## src/logic/tsag_defines.svh

```systemverilog
// Operation
// - Reference-mode bit 11 clear selects ratiometric; set selects single-ended.
// - Single-ended X: drive both X plates, sample Y-high, internal reference.
// - Single-ended: panel drivers may switch off once acquisition ends.
// - Ratiometric Y: reference across Y plates, sample X-high.
// - Ratiometric: excitation stays on through acquisition and conversion.
// - Channel 1010b drives Y-high/X-low, samples Y-low, result at 11010b.
// - Channel 0010b drives Y-high/X-low, samples X-high, result at 10010b.
// - Never acquire while the halt input is active; registered adcTrack stays high until the next clock edge samples the halt.
// - Halt during acquisition aborts it; restart once halt goes inactive.
// - Polarity bit 3 of register 0x02: 1 active high, 0 active low.
// - Polarity bit resets to 0, halt input active low.
// - Halt input ignored during conversion and first-conversion delay.
// - Gating applies to every ADC channel.
`ifndef TSAG_DEFINES_SVH
`define TSAG_DEFINES_SVH
`define TSAG_ADDR_CTRL1 5'h01
`define TSAG_ADDR_CTRL2 5'h02
`define TSAG_RES_BASE_BIT 4
`define TSAG_REFMODE_BIT 11
`define TSAG_CHAN_LSB 7
`define TSAG_POL_BIT 3
`define TSAG_ACQ_LSB 0
`define TSAG_DLY_LSB 4
`define TSAG_CTRL1_RST 16'h0000
`define TSAG_CTRL2_RST 16'h0000
`define TSAG_CONV_CYCLES 8'h0E
`define TSAG_CH_X 4'h0
`define TSAG_CH_Y 4'h1
`define TSAG_CH_Z2 4'h2
`define TSAG_CH_Z1 4'hA
`define TSAG_DRV_X 4'hC
`define TSAG_DRV_Y 4'h3
`define TSAG_DRV_Z 4'h6
`define TSAG_DRV_OFF 4'h0
`endif

```

## src/logic/tsag_pkg.sv

```systemverilog
package tsag_pkg;
  typedef enum logic [2:0] {
    TSAG_IDLE, TSAG_PWRUP, TSAG_ACQ, TSAG_CONV
  } tsag_phase_t;
  // Reference source for the ADC: internal, or across a plate pair
  typedef enum logic [1:0] {
    TSAG_REF_INT, TSAG_REF_X, TSAG_REF_Y, TSAG_REF_YX
  } tsag_ref_t;
endpackage : tsag_pkg

```

## src/logic/tsag_acq_if.sv

```systemverilog
`timescale 1ns/1ps
`default_nettype none
interface tsag_acq_if;
  logic start;
  logic haltActive;
  logic [7:0] acqLen;
  logic done;
  logic halted;
  modport ctrl (output start, output haltActive, output acqLen,
                input done, input halted);
  modport gate (input start, input haltActive, input acqLen,
                output done, output halted);
endinterface : tsag_acq_if
`default_nettype wire

```

## src/logic/tsag_acq_gate.sv

```systemverilog
`timescale 1ns/1ps
`default_nettype none
module tsag_acq_gate
  import tsag_pkg::*;
(
  input wire logic clk,
  input wire logic rst_n,
  tsag_acq_if.gate acq
);
  typedef struct packed {
    logic busy;
    logic [7:0] cnt;
  } tsag_gate_t;

  tsag_gate_t s, next_s;

  always_comb begin
    next_s = s;
    if (acq.start) begin
      next_s.busy = 1'b1;
      next_s.cnt = acq.acqLen;
    end else if (s.busy) begin
      if (acq.haltActive) begin
        // Abort and rearm the whole window; counting resumes on release
        next_s.cnt = acq.acqLen;
      end else if (s.cnt <= 8'h01) begin
        next_s.busy = 1'b0;
      end else begin
        next_s.cnt = s.cnt - 8'h01;
      end
    end
  end

  // Halt only matters while busy, so delay and conversion are immune
  assign acq.done = s.busy && !acq.haltActive && (s.cnt <= 8'h01);
  assign acq.halted = s.busy && acq.haltActive;

  always_ff @(posedge clk or negedge rst_n) begin
    if (!rst_n) begin
      s <= '0;
    end else begin
      s <= next_s;
    end
  end
endmodule : tsag_acq_gate
`default_nettype wire

```

## src/logic/tsag_ctrl.sv

```systemverilog
`timescale 1ns/1ps
`default_nettype none
`include "tsag_defines.svh"
module tsag_ctrl
  import tsag_pkg::*;
(
  input wire logic clk,
  input wire logic rst_n,
  input wire logic regWe,
  input wire logic [4:0] regAddr,
  input wire logic [15:0] regWdata,
  output logic [15:0] regRdata,
  input wire logic convStart,
  input wire logic [11:0] adcResult,
  input wire logic acqHaltInput,
  output logic xPlusDrv,
  output logic xMinusDrv,
  output logic yPlusDrv,
  output logic yMinusDrv,
  output logic [3:0] adcMuxSel,
  output logic [1:0] adcRefSel,
  output logic adcTrack,
  output logic adcConvert,
  output logic convBusy,
  output logic resultReady
);
  typedef struct packed {
    tsag_phase_t phase;
    logic [15:0] ctrl1;
    logic [15:0] ctrl2;
    logic [7:0] cnt;
    logic [3:0] chan;
    logic [3:0] drive;
    tsag_ref_t refSel;
    logic track;
    logic convert;
    logic ready;
    logic busy;
    logic [15:0] rdata;
    logic [15:0][11:0] res;
  } tsag_regs_t;

  tsag_regs_t s, next_s;
  tsag_acq_if acq ();
  logic singleEnded;
  logic haltActive;

  // Plate drive pattern {X+, X-, Y+, Y-} for a channel code
  function automatic logic [3:0] tsagDrive(input logic [3:0] ch);
    case (ch)
      `TSAG_CH_X: tsagDrive = `TSAG_DRV_X;
      `TSAG_CH_Y: tsagDrive = `TSAG_DRV_Y;
      `TSAG_CH_Z1, `TSAG_CH_Z2: tsagDrive = `TSAG_DRV_Z;
      default: tsagDrive = `TSAG_DRV_OFF;
    endcase
  endfunction : tsagDrive

  // Reference routing; only panel channels can go ratiometric
  function automatic tsag_ref_t tsagRef(input logic [3:0] ch,
                                        input logic single);
    if (single) begin
      tsagRef = TSAG_REF_INT;
    end else begin
      case (ch)
        `TSAG_CH_X: tsagRef = TSAG_REF_X;
        `TSAG_CH_Y: tsagRef = TSAG_REF_Y;
        `TSAG_CH_Z1, `TSAG_CH_Z2: tsagRef = TSAG_REF_YX;
        default: tsagRef = TSAG_REF_INT;
      endcase
    end
  endfunction : tsagRef

  assign singleEnded = s.ctrl1[`TSAG_REFMODE_BIT];
  // Pin level equal to the polarity bit means halt
  assign haltActive = (acqHaltInput == s.ctrl2[`TSAG_POL_BIT]);
  assign acq.haltActive = haltActive;
  assign acq.acqLen = {5'h00, s.ctrl2[`TSAG_ACQ_LSB +: 3]} + 8'h01;
  assign acq.start = (s.phase == TSAG_PWRUP) && (s.cnt <= 8'h01);

  tsag_acq_gate u_gate (
    .clk(clk),
    .rst_n(rst_n),
    .acq(acq)
  );

  always_comb begin
    next_s = s;
    next_s.ready = 1'b0;
    if (regWe && regAddr == `TSAG_ADDR_CTRL1) begin
      next_s.ctrl1 = regWdata;
    end
    if (regWe && regAddr == `TSAG_ADDR_CTRL2) begin
      next_s.ctrl2 = regWdata;
    end
    case (s.phase)
      TSAG_IDLE: begin
        if (convStart) begin
          next_s.chan = s.ctrl1[`TSAG_CHAN_LSB +: 4];
          next_s.drive = tsagDrive(next_s.chan);
          next_s.refSel = tsagRef(next_s.chan, singleEnded);
          // Delay gives the panel and reference time to settle
          next_s.cnt = {2'b00, s.ctrl2[`TSAG_DLY_LSB +: 4], 2'b00};
          next_s.phase = TSAG_PWRUP;
        end
      end
      TSAG_PWRUP: begin
        if (s.cnt <= 8'h01) begin
          next_s.phase = TSAG_ACQ;
        end else begin
          next_s.cnt = s.cnt - 8'h01;
        end
      end
      TSAG_ACQ: begin
        // Every channel passes through the same gated window
        if (acq.done) begin
          next_s.phase = TSAG_CONV;
          next_s.cnt = `TSAG_CONV_CYCLES;
          next_s.convert = 1'b1;
          if (singleEnded) begin
            // Input is held; panel current would be wasted from here on, so drive goes off
            next_s.drive = `TSAG_DRV_OFF;
          end else begin
            // Panel is the reference, so drive stays through conversion
            next_s.drive = s.drive;
          end
        end
      end
      TSAG_CONV: begin
        if (s.cnt <= 8'h01) begin
          next_s.res[s.chan] = adcResult;
          next_s.ready = 1'b1;
          next_s.convert = 1'b0;
          next_s.drive = `TSAG_DRV_OFF;
          next_s.refSel = TSAG_REF_INT;
          next_s.phase = TSAG_IDLE;
        end else begin
          next_s.cnt = s.cnt - 8'h01;
        end
      end
      default: next_s.phase = TSAG_IDLE;
    endcase
    // Registered, so tracking lags the halt pin by one cycle
    next_s.track = (s.phase == TSAG_ACQ) && !haltActive && !acq.done;
    // Busy is registered so the pin never carries a decode glitch
    next_s.busy = (next_s.phase != TSAG_IDLE);
    if (regAddr == `TSAG_ADDR_CTRL1) begin
      next_s.rdata = s.ctrl1;
    end else if (regAddr == `TSAG_ADDR_CTRL2) begin
      next_s.rdata = s.ctrl2;
    end else if (regAddr[`TSAG_RES_BASE_BIT]) begin
      next_s.rdata = {4'h0, s.res[regAddr[3:0]]};
    end else begin
      next_s.rdata = 16'h0000;
    end
  end

  always_ff @(posedge clk or negedge rst_n) begin
    if (!rst_n) begin
      s <= '0;
      s.ctrl1 <= `TSAG_CTRL1_RST;
      s.ctrl2 <= `TSAG_CTRL2_RST;
      s.phase <= TSAG_IDLE;
      s.refSel <= TSAG_REF_INT;
    end else begin
      s <= next_s;
    end
  end

  assign {xPlusDrv, xMinusDrv, yPlusDrv, yMinusDrv} = s.drive;
  assign adcMuxSel = s.chan;
  assign adcRefSel = s.refSel;
  assign adcTrack = s.track;
  assign adcConvert = s.convert;
  assign convBusy = s.busy;
  assign resultReady = s.ready;
  assign regRdata = s.rdata;
endmodule : tsag_ctrl
`default_nettype wire

```

## config.mk

```make
export PLATFORM = sky130hd
export DESIGN_NAME = tsag_ctrl
export DESIGN_NICKNAME = d
export VERILOG_FILES = /design/src/logic/tsag_pkg.sv /design/src/logic/tsag_acq_if.sv /design/src/logic/tsag_acq_gate.sv /design/src/logic/tsag_ctrl.sv
export VERILOG_INCLUDE_DIRS = /design/src /design/src/logic
export SDC_FILE = /design/constraint.sdc
export NUM_CORES = 1
export LEC_CHECK = 0
export ABC_AREA = 1
export ABC_CLOCK_PERIOD_IN_PS = 2100
export BUFFER_PORTS_ARGS = -buffer_cell sky130_fd_sc_hd__buf_2
export CORE_UTILIZATION = 40
export DETAILED_ROUTE_END_ITERATION = 8
export GPL_ROUTABILITY_DRIVEN = 0
export SYNTH_ARGS = -nofsm -noshare
export SYNTH_HDL_FRONTEND = slang
export SYNTH_SLANG_ARGS = --single-unit
```

## constraint.sdc

```tcl
create_clock -name clk -period 2.1 [get_ports clk]
set_input_delay 0.105 -clock clk [delete_from_list [all_inputs] [get_ports clk]]
set_output_delay 0.105 -clock clk [all_outputs]
set_load 0.1 [all_outputs]
```

Yosys cells after proc, flatten, opt, wreduce, memory -nomap -nowiden

Index checks and enable logic that the tools add are counted.
Widths: inputs -> output; s select.

Memories kept: 0
Memory bits (writable): 0
ROM bits: 0
Output and inout bits: 30
Input bits: 38
Latch bits: 0
Register bits after elaboration: 274

Equality and inequality tests: 15
Reduce and logical (&&, ||, !) cells: 27
Mux-type cells: 35
Multiply operators: 0
Divide/modulo/power cells: 0
Shifts and indexed selects: 0
Order comparisons: 5
Bitwise operators: 0
$add $sub $neg: 3

Operator list:

| operator            | number |
|---|---|
| $bwmux 192          | 1 |
| $bmux 12 s4         | 1 |
| $demux 12 s4        | 1 |
| $mux 12             | 3 |
| $mux 16             | 2 |
| $mux 8              | 4 |
| $pmux 4 s3          | 2 |
| $pmux 8 s3          | 1 |
| $mux 18             | 1 |
| $mux 9              | 2 |
| $le 8x1->1 const B  | 2 |
| $sub 8x1->8 const B | 2 |
| $mux 3              | 4 |
| $pmux 3 s4          | 1 |
| $lt 4x5->1 const B  | 2 |
| $ne 2x2->1 const B  | 5 |
| $reduce_bool 3->1   | 3 |
| $logic_and 1x1->1   | 8 |
| $mux 4              | 2 |
| $eq 3x2->1 const B  | 2 |
| $mux 6              | 1 |
| $pmux 2 s3          | 1 |
| $reduce_and 2->1    | 3 |
| $reduce_and 3->1    | 2 |
| 21 further kinds    | 29 |

Depth between registers and ports, before layout

Gate-level depths: netlist (run 1).

Word-level depth: 7
Gate-level depth with buffers: 12
Mapped depth without buffers: 10

Modules after synthesis

Synthesis (run 1) repeated with hierarchy kept, for this count alone.

Cell total of the unflattened synthesis: 1803
Area, all modules: 14038.5 µm²

By module, submodules not included:

| module        | area an instance (µm²) | cells each | instances |
|---|---|---|---|
| tsag_ctrl     | 13334.0                | 1696       | 1 |
| tsag_acq_gate | 704.4                  | 107        | 1 |

Least setup slack after synthesis (run 1)

Ideal clock, no wire load.

Path type: register -> register
Start point: register s[222] (netlist name)
End point: register s[23] (netlist name)
Setup slack: 432 ps
Setup time: 134 ps
Cell stages (with the launch flop): 11
Period minus slack after synthesis: 1668 ps
Buffers on the path: 1
Data arrival time: 1534 ps
Cells stage by stage: dfrtp_1 inv_1 ha_1 o21ai_2 nor2_8 nand2_8 inv_12 nand4_4 buf_6 nand2_1 o21ai_2

Word-level cells in the longest chain between the ends: 2

Ends and longest elaborated chain:

| item                              | line             | RTL |
|---|---|---|
| start: declaration                | tsag_ctrl.sv:43  | `tsag_regs_t s, next_s;` |
| start signal: assignment          | tsag_ctrl.sv:165 | `s <= next_s;` |
| $le 8x1->1                        | tsag_ctrl.sv:129 | `if (s.cnt <= 8'h01) begin` |
| $reduce_and 2->1 (no source line) | --               |  |

Every way passes these cells.
A chain may end at the register's enable or synchronous reset.

Worst setup path in the final report (run 1)

Start point: register s[222] (netlist name)
End point: register s[56] (netlist name)

The elaborated chain is that of the path after synthesis.

==> results summary, run 1 <==
The flow ran to the end, and the final reports show no timing, DRC or antenna violations. The total number of nets in the final design is around 1.9k. The most used flip-flop cell after synthesis is sky130_fd_sc_hd__dfrtp_1. The count of nets left with antenna violations once routing finished came out at 0. The proportion of layout cells with a drive suffix above 1 is 0.156. By count the netlist is led by 624 x sky130_fd_sc_hd__nand2_1, 274 x sky130_fd_sc_hd__dfrtp_1, 241 x sky130_fd_sc_hd__inv_1. The post-synthesis cell count is 1770.

Data arrives at the worst endpoint at roughly 2400 ps. The critical path is of the register to register type. Detailed routing inserted a total of about 11k vias.

The transition time at the pin with the least slew margin came out at just under 800 ps. The global-route total usage across every layer is 0.201. The clock transition at the registers of the reported paths is 60 ps. The post-layout utilization of the core is 0.460.

The first-pass detailed-route iteration total is 5. The power density relative to cell area came out at roughly 1000 mW/mm^2. The via count of the first global-routing pass is ~11k. The half-perimeter wire length of the detailed placement result came out at about 22 mm.

The share of the clock period used by the worst path after layout is 0.928. The sum of overflow across all layers after global routing is 0. The finished layout holds about 2.3k standard cells, fillers aside. The wire length per cell after detailed routing came out at roughly 15 um. The highest clock frequency the design can meet came out at about 500 MHz. The standard-cell row count came out at around 70.

The area of the placeable core came out at between 0.03 and 0.04 sq mm. In this design, the stage delay of the slowest critical-path cell is between 300 and 400 ps. The detailed-route DRC error count is 0.

In the routed layout, each cell is associated on average with a via count of between 4 and 5. In this run the number of H-tree levels came out at 1. CTS saw 274 sinks. Sorting the synthesized cells by area gives the leading types as sky130_fd_sc_hd__dfrtp_1 48%, sky130_fd_sc_hd__nand2_1 17%, sky130_fd_sc_hd__inv_1 6.4%. The combined area of all synthesized cells is 0.0141 sq mm. The analysis attributes to cell leakage a power of between 0.009 and 0.01 uW. The aggregate routed wire length came out at around 35 mm.

In this run, synthesis inferred 0 flip-flops with an integrated enable. The cell with the biggest individual delay on the critical path is sky130_fd_sc_hd__dfrtp_1. Yosys instantiated no cell more often than sky130_fd_sc_hd__nand2_1.

STA classifies the critical path startpoint as a register. The first global-routing pass estimated 57.1 mm of wire. The number of setup buffers added after CTS is 0. The minimum clock period is between 1500 and 2000 ps.

The starting density of the core is 0.408. In this run, synthesis produced a sequential element count of 274. The post-placement cell count is about 2.2k.

The die extent in y came out at about 190 um. The share of synthesized flip-flops with an asynchronous set or reset came out at 1.00. Across the run, the number of max-cap violations was 0. The count of input and output buffers is 67. The CTS buffer count came out at 31.

The share of the yosys chip area belonging to registers came out at 0.485. The number of distinct library cells after synthesis is 35. The master cell of the clock root buffer is sky130_fd_sc_hd__clkbuf_16.

The worst max-slew margin expressed relative to the limit is 0.475. Across the VDD grid, the largest voltage drop is a little under 700 uV. In this run the most used layer during global routing was met2. When the netlist entered floorplanning its net count stood at 1813.

STA classifies the critical path endpoint as a register. The number of max-slew violations in the final report is 0. The maximum number of pins on one net before global-route repair came out at slightly above 80. Traced cell by cell, the critical path runs through inv_1 -> ha_2 -> o21ai_2 -> nor2_8 -> nand2_8 -> inv_12 -> nand4_4 -> nand2_1 -> o21ai_1. Timing analysis after detailed placement gives a worst setup slack of ~130 ps. TritonCTS built the clock tree. During I/O placement, the number of pins put on the boundary was just under 70.

The setup-violating endpoint count in the final report came out at 0. Hold timing on the final database bottoms out at a slack of roughly 25 ps. The die area is 0.0361 sq mm.

Data on the critical path is required at its endpoint by around 2500 ps. The area added between synthesis and finish came out at 12.7%. The tightest min-delay check is of the input pin to register type. The initial antenna violation count came out at 0. The count of final hold-check violations came out at 0.

The number of warnings printed during yosys synthesis is 0. The number of antenna diodes came out at 0. The area fraction of the dominant cell type after synthesis came out at 0.485.

The number of buffers on the longest clock path is 3. The cell type with the largest total area after synthesis is sky130_fd_sc_hd__dfrtp_1. The clock latency on the worst-skew pair came out at about 550 ps.

The met2 capacity usage during global routing came out at 0.348. The met3 global-route usage is 0.0221. The worst setup margin is approximately 150 ps. The critical-path maximum fanout is 24. From left edge to right edge, the die measures 190 um. For this block, the initial DRC count from the detailed router was approximately 750.

Between clock sinks in the finished design, the worst skew comes to ~9.5 ps. Setup repair after global routing could not meet its margin everywhere. The mean cell area of the mapped netlist is between 7 and 8 sq um. For met1 alone, demand over resource in global routing was 0.267.
[power breakdown]
group | leakage (uW) | switching (uW) | internal (uW)
sequential | 0.00276 | 477 | 5930
combinational | 0.00600 | 2960 | 1130
clock | 0.000503 | 2180 | 3330
[stage by stage]
stage | total power (uW) | instance area [sq um] | setup TNS (ps)
2_1_floorplan | 9660 | 14100 | 0
3_3_place_gp | 10500 | 14700 | 0
3_5_place_dp | 10600 | 14700 | 0
4_1_cts | 16100 | 15900 | 0
5_1_grt | 16900 | 15900 | -69.9
6_report | 16000 | 15900 | 0
[layer usage]
metal / routed length (um) / share of wire / vias to the layer above
met5: 0 / 0 / -
met4: 760 / 0.022 / 0
met3: 1250 / 0.036 / 47
met2: 17000 / 0.49 / 185
met1: 15900 / 0.45 / 5176
li1: - / - / 5594
[cells in the final DEF (no fill, tap or decap), types with 6 or more instances in the layout]
master and n:
sky130_fd_sc_hd__o21ai_2 87, sky130_fd_sc_hd__inv_1 240, sky130_fd_sc_hd__nand4_1 9, sky130_fd_sc_hd__dlygate4sd3_1 19
sky130_fd_sc_hd__o21ai_0 44, sky130_fd_sc_hd__clkbuf_1 10, sky130_fd_sc_hd__nand4_4 8, sky130_fd_sc_hd__clkbuf_16 31
sky130_fd_sc_hd__nand3_1 160, sky130_fd_sc_hd__o21ai_1 115, sky130_fd_sc_hd__buf_2 65, sky130_fd_sc_hd__buf_4 38
sky130_fd_sc_hd__dfrtp_1 274, sky130_fd_sc_hd__nor2_1 38, sky130_fd_sc_hd__clkbuf_8 7, sky130_fd_sc_hd__nand2_4 10
sky130_fd_sc_hd__nand2_1 623, sky130_fd_sc_hd__nor2_2 7, sky130_fd_sc_hd__buf_12 6
[cell families after synthesis]
kind of cell,Yosys count,share of synthesized area
AOI/OAI and AO/OA,254,0.114
xor gates and xnor gates,8,0.00496
adders and majority gates,5,0.00442
buffers and inverters,360,0.121
DFF,274,0.485
other,1,0.000265
and+or+nand+nor,868,0.270
[flip-flops by register name, indices dropped and copies added (netlist names)]
name,cells
adcConvert,1
adcMuxSel,4
adcRefSel,2
adcTrack,1
convBusy,1
regRdata,16
resultReady,1
s,235
u_gate.s,9
xMinusDrv,1
xPlusDrv,1
yMinusDrv,1
yPlusDrv,1
[cell type report]
cell class | count | area [sq um]
Clock buffer | 48 | 910
Sequential cell | 274 | 6860
Multi-Input combinational cell | 1136 | 5580
Tap cell | 455 | 569
Inverter | 248 | 948
Fill cell | 3470 | 18700
Timing Repair Buffer | 129 | 936
Clock inverter | 9 | 129
[what timing repair did]
item                       4_1_cts  5_1_grt
gates resized for setup          0        4
hold endpoints to repair       273        0
setup endpoints to repair        0       42
hold buffers                    19        0
[critical path: cells and delay by family, from the launching register on]
family | cells | cell delay (ps)
flip-flops | 1 | 380
AND/OR/NAND/NOR | 4 | 750
buffers and inverters | 2 | 250
AO/OA/AOI/OAI | 2 | 180
adder cells (fa/ha/maj) | 1 | 230
[worst paths after layout]
check	slack [ps]	startpoint	end	cells past startpoint
setup / recovery	150	s[222]$_DFFE_PN0P_	s[56]$_DFFE_PN0P_	9
hold / removal	20	acqHaltInput	adcTrack$_DFF_PN0_	4
setup reg to reg	150	s[222]$_DFFE_PN0P_	s[56]$_DFFE_PN0P_	9
hold reg to reg	470	yPlusDrv$_DFFE_PN0P_	yPlusDrv$_DFFE_PN0P_	2
max in group asynchronous	1180	rst_n	adcRefSel[0]$_DFFE_PN0P_	3
min in group asynchronous	90	rst_n	s[243]$_DFFE_PN0P_	2
(Power assumes the default switching activity.)
==> inputs of run 2 (changes only) <==
Settings changed: CORE_ASPECT_RATIO from default to 2.
==> results summary, run 2 (same netlist as run 1, synthesis figures left out) <==
Outcome: finished clean (unchanged). The internal reg-to-reg setup slack is 140 ps (was 150 ps). The highest clock frequency the design can meet is 511 MHz (was 513 MHz). The global-route total usage across every layer was 0.211 (was 0.201). The area added between synthesis and finish came out at 12.1% (was 12.7%). The critical register-to-register path endpoint is u_gate.s[4]$_DFFE_PN0P_ (was s[56]$_DFFE_PN0P_). The wire length per cell after detailed routing is 16.2 um (was 15.2 um). The number of clock sinks seen by CTS came to 274 (unchanged). The transition time at the pin with the least slew margin came out at 799 ps (was 786 ps). The first-pass GRT wire length came out at 59.2 mm (was 57.1 mm).

The critical-path maximum fanout came out at 6 (was 24). The level count of the clock H-tree is 1 (unchanged). The critical path required time came out at 2560 ps (was 2500 ps). The maximum number of pins on one net before global-route repair was 80 (was 83).

The standard-cell row count is 97 (was 68). The area of the placeable core is 0.0350 sq mm (was 0.0346 sq mm). The leading cell type in the layout, fill and taps excluded is sky130_fd_sc_hd__nand2_1 (unchanged). The post-layout utilization of the core came out at 0.454 (was 0.460).

The number of flip-flops in the largest register came out at 235 (unchanged). The total number of nets in the final design was 1858 (was 1863). The largest register by flop count is s (unchanged). The number of setup buffers added after CTS is 0 (unchanged). The number of buffers on the longest clock path is 3 (unchanged).

The setup-violating endpoint count in the final report came out at 0 (unchanged). The starting density of the core was 0.404 (was 0.408). The first-pass detailed-route iteration total is 8 (was 5). The number of max-cap violations came out at 0 (unchanged).

The worst setup margin is 142 ps (was 152 ps). The number of top-level design ports came out at 68 (unchanged). The via density per instance came to 4.88 (was 4.79). The data arrival time of the worst path came out at 2410 ps (was 2350 ps). The nature of the critical path endpoint is a register (unchanged). The CTS tree was done (unchanged).

The master cell of the clock root buffer is sky130_fd_sc_hd__clkbuf_16 (unchanged). The post-route antenna net violation count came out at 0 (unchanged). The sum of overflow across all layers after global routing is 0 (unchanged). The count of cells along the worst register-to-register path is 9 (unchanged). The number of max-slew violations in the final report came out at 0 (unchanged). The total vias in the final route came out at 11.1k (was 11.0k). The path class of the lowest-slack min-delay path is input pin to register (unchanged). The share of the clock period used by the worst path after layout was 0.932 (was 0.928).

The maximum vdd drop came out at 886 uV (was 676 uV). The overall die width is 135 um (was 190 um). The maximum clock skew at final layout is 13.8 ps (was 9.45 ps). The first element of the critical path is s[222]$_DFFE_PN0P_ (unchanged). The global routing's busiest layer was met2 (unchanged). Commonest non-fill, non-tap cells in the layout: 624 x sky130_fd_sc_hd__nand2_1, 274 x sky130_fd_sc_hd__dfrtp_1, 240 x sky130_fd_sc_hd__inv_1, 160 x sky130_fd_sc_hd__nand3_1, 115 x sky130_fd_sc_hd__o21ai_1 (was 623 x sky130_fd_sc_hd__nand2_1, 274 x sky130_fd_sc_hd__dfrtp_1, 240 x sky130_fd_sc_hd__inv_1, 160 x sky130_fd_sc_hd__nand3_1, 115 x sky130_fd_sc_hd__o21ai_1). The power density relative to cell area is 981 mW/mm^2 (was 1010 mW/mm^2). The clock transition at the registers of the reported paths is 70 ps (was 60 ps). The clock latency on the worst-skew pair is 550 ps (about the same). The detailed-route DRC error count came to 0 (unchanged). The count of input and output buffers came out at 67 (unchanged). The half-perimeter wire length of the detailed placement result is 24.9 mm (was 22.3 mm). The proportion of layout cells with a drive suffix above 1 is 0.155 (was 0.156). The leakage power figure came out at 0.00923 uW (was 0.00927 uW). The capturing element of the worst setup path was u_gate.s[4]$_DFFE_PN0P_ (was s[56]$_DFFE_PN0P_). Unrepaired setup endpoints after global routing: true (unchanged). The aggregate routed wire length came out at 37.0 mm (was 34.9 mm). The die extent in y was 268 um (was 190 um). The worst-case hold slack is 30.7 ps (was 24.8 ps). The CTS buffer count is 26 (was 31).

The worst max-slew margin expressed relative to the limit is 0.467 (was 0.475). The startpoint of the worst-slack reg-to-reg timing path is s[222]$_DFFE_PN0P_ (unchanged). The minimum clock period is 1960 ps (was 1950 ps). The worst slack at placement is 121 ps (was 128 ps). The count of final hold-check violations came out at 0 (unchanged). The count of routing violations after the opening detailed-route iteration is 650 (was 754). The die area is 0.0361 sq mm (about the same). The nature of the critical path startpoint is a register (unchanged). The via count of the first global-routing pass was 11.1k (was 10.7k). The met2 capacity usage during global routing is 0.411 (was 0.348). The type of the setup path with the least slack is register to register (unchanged). The initial antenna violation count is 3 (was 0). The met3 global-route usage is 0.0211 (was 0.0221).

The routing usage on met1 is 0.234 (was 0.267).
run 2: cell types whose count changed in the layout (fill, tap and decap cells not counted), sizes merged:
cell         previous run  this run
bufinv                  3         2
clkbuf                 48        40
clkinv                  6         8
clkinvlp                2         0
diode                   0         1
dlygate4sd3            19        18
nand4                  17        18
run 2: worst max-delay path: stages (launching register included):
cell and delay (ps):
sky130_fd_sc_hd__dfrtp_1 370, sky130_fd_sc_hd__inv_1 90, sky130_fd_sc_hd__ha_2 210, sky130_fd_sc_hd__o21ai_2 250
sky130_fd_sc_hd__nor2_8 70, sky130_fd_sc_hd__nand2_1 210, sky130_fd_sc_hd__inv_1 140, sky130_fd_sc_hd__nor2_2 220
sky130_fd_sc_hd__nand2_1 130, sky130_fd_sc_hd__o21ai_1 180
run 2: area by class of cell:
type,instances,area (sq um)
antenna,1,2.50
clock inverter,8,90.1
clock buffer,40,815
sequential,274,6860
inverter,248,948
multi-input combinational,1137,5610
timing repair buffer,128,980
fill,3471,19100
tap,445,557
run 2: where the power goes:
group          internal, uW  leakage, uW  total, uW  switching (uW)
Combinational          1150      0.00602       4180            3030
Clock                  2910     0.000454       4980            2070
Sequential             5920      0.00276       6410             484
Total                  9980      0.00923      15600            5580
run 2: what timing repair did:
item,CTS,global route
hold buffers,18,0
resized for setup,0,6
setup endpoints to repair,0,46
hold endpoints to repair,105,0
run 2: worst min-delay path by stage:
stage / start / to / slack [ps] / depth (start not counted)
after global routing: acqHaltInput / adcTrack$_DFF_PN0_ / 40 / 5
final: regAddr[4] / regRdata[8]$_DFF_PN0_ / 30 / 4
after CTS: regAddr[4] / regRdata[8]$_DFF_PN0_ / 2 / 4
after floorplan: rst_n / adcConvert$_DFFE_PN0P_ / -190 / 0
after detailed placement: rst_n / regRdata[14]$_DFF_PN0_ / 130 / 1
after global placement: rst_n / regRdata[14]$_DFF_PN0_ / 140 / 1
run 2: routing by layer:
metal / part of all wire / vias to the layer above
met4: 0.028 / 4
met1: 0.39 / 5270
met2: 0.55 / 218
met3: 0.033 / 67
met5: 0.00049 / -
li1: - / 5583
run 2: stage by stage:
stage / power, uW / setup TNS [ps] / instances / instance area (sq um)
2_1_floorplan: 9660 / 0 / 1770 / 14100
3_3_place_gp: 10500 / 0 / 2213 / 14700
3_5_place_dp: 10600 / 0 / 2213 / 14700
4_1_cts: 15700 / 0 / 2279 / 15800
5_1_grt: 16400 / -122 / 2281 / 15900
6_report: 15600 / 0 / 2281 / 15900
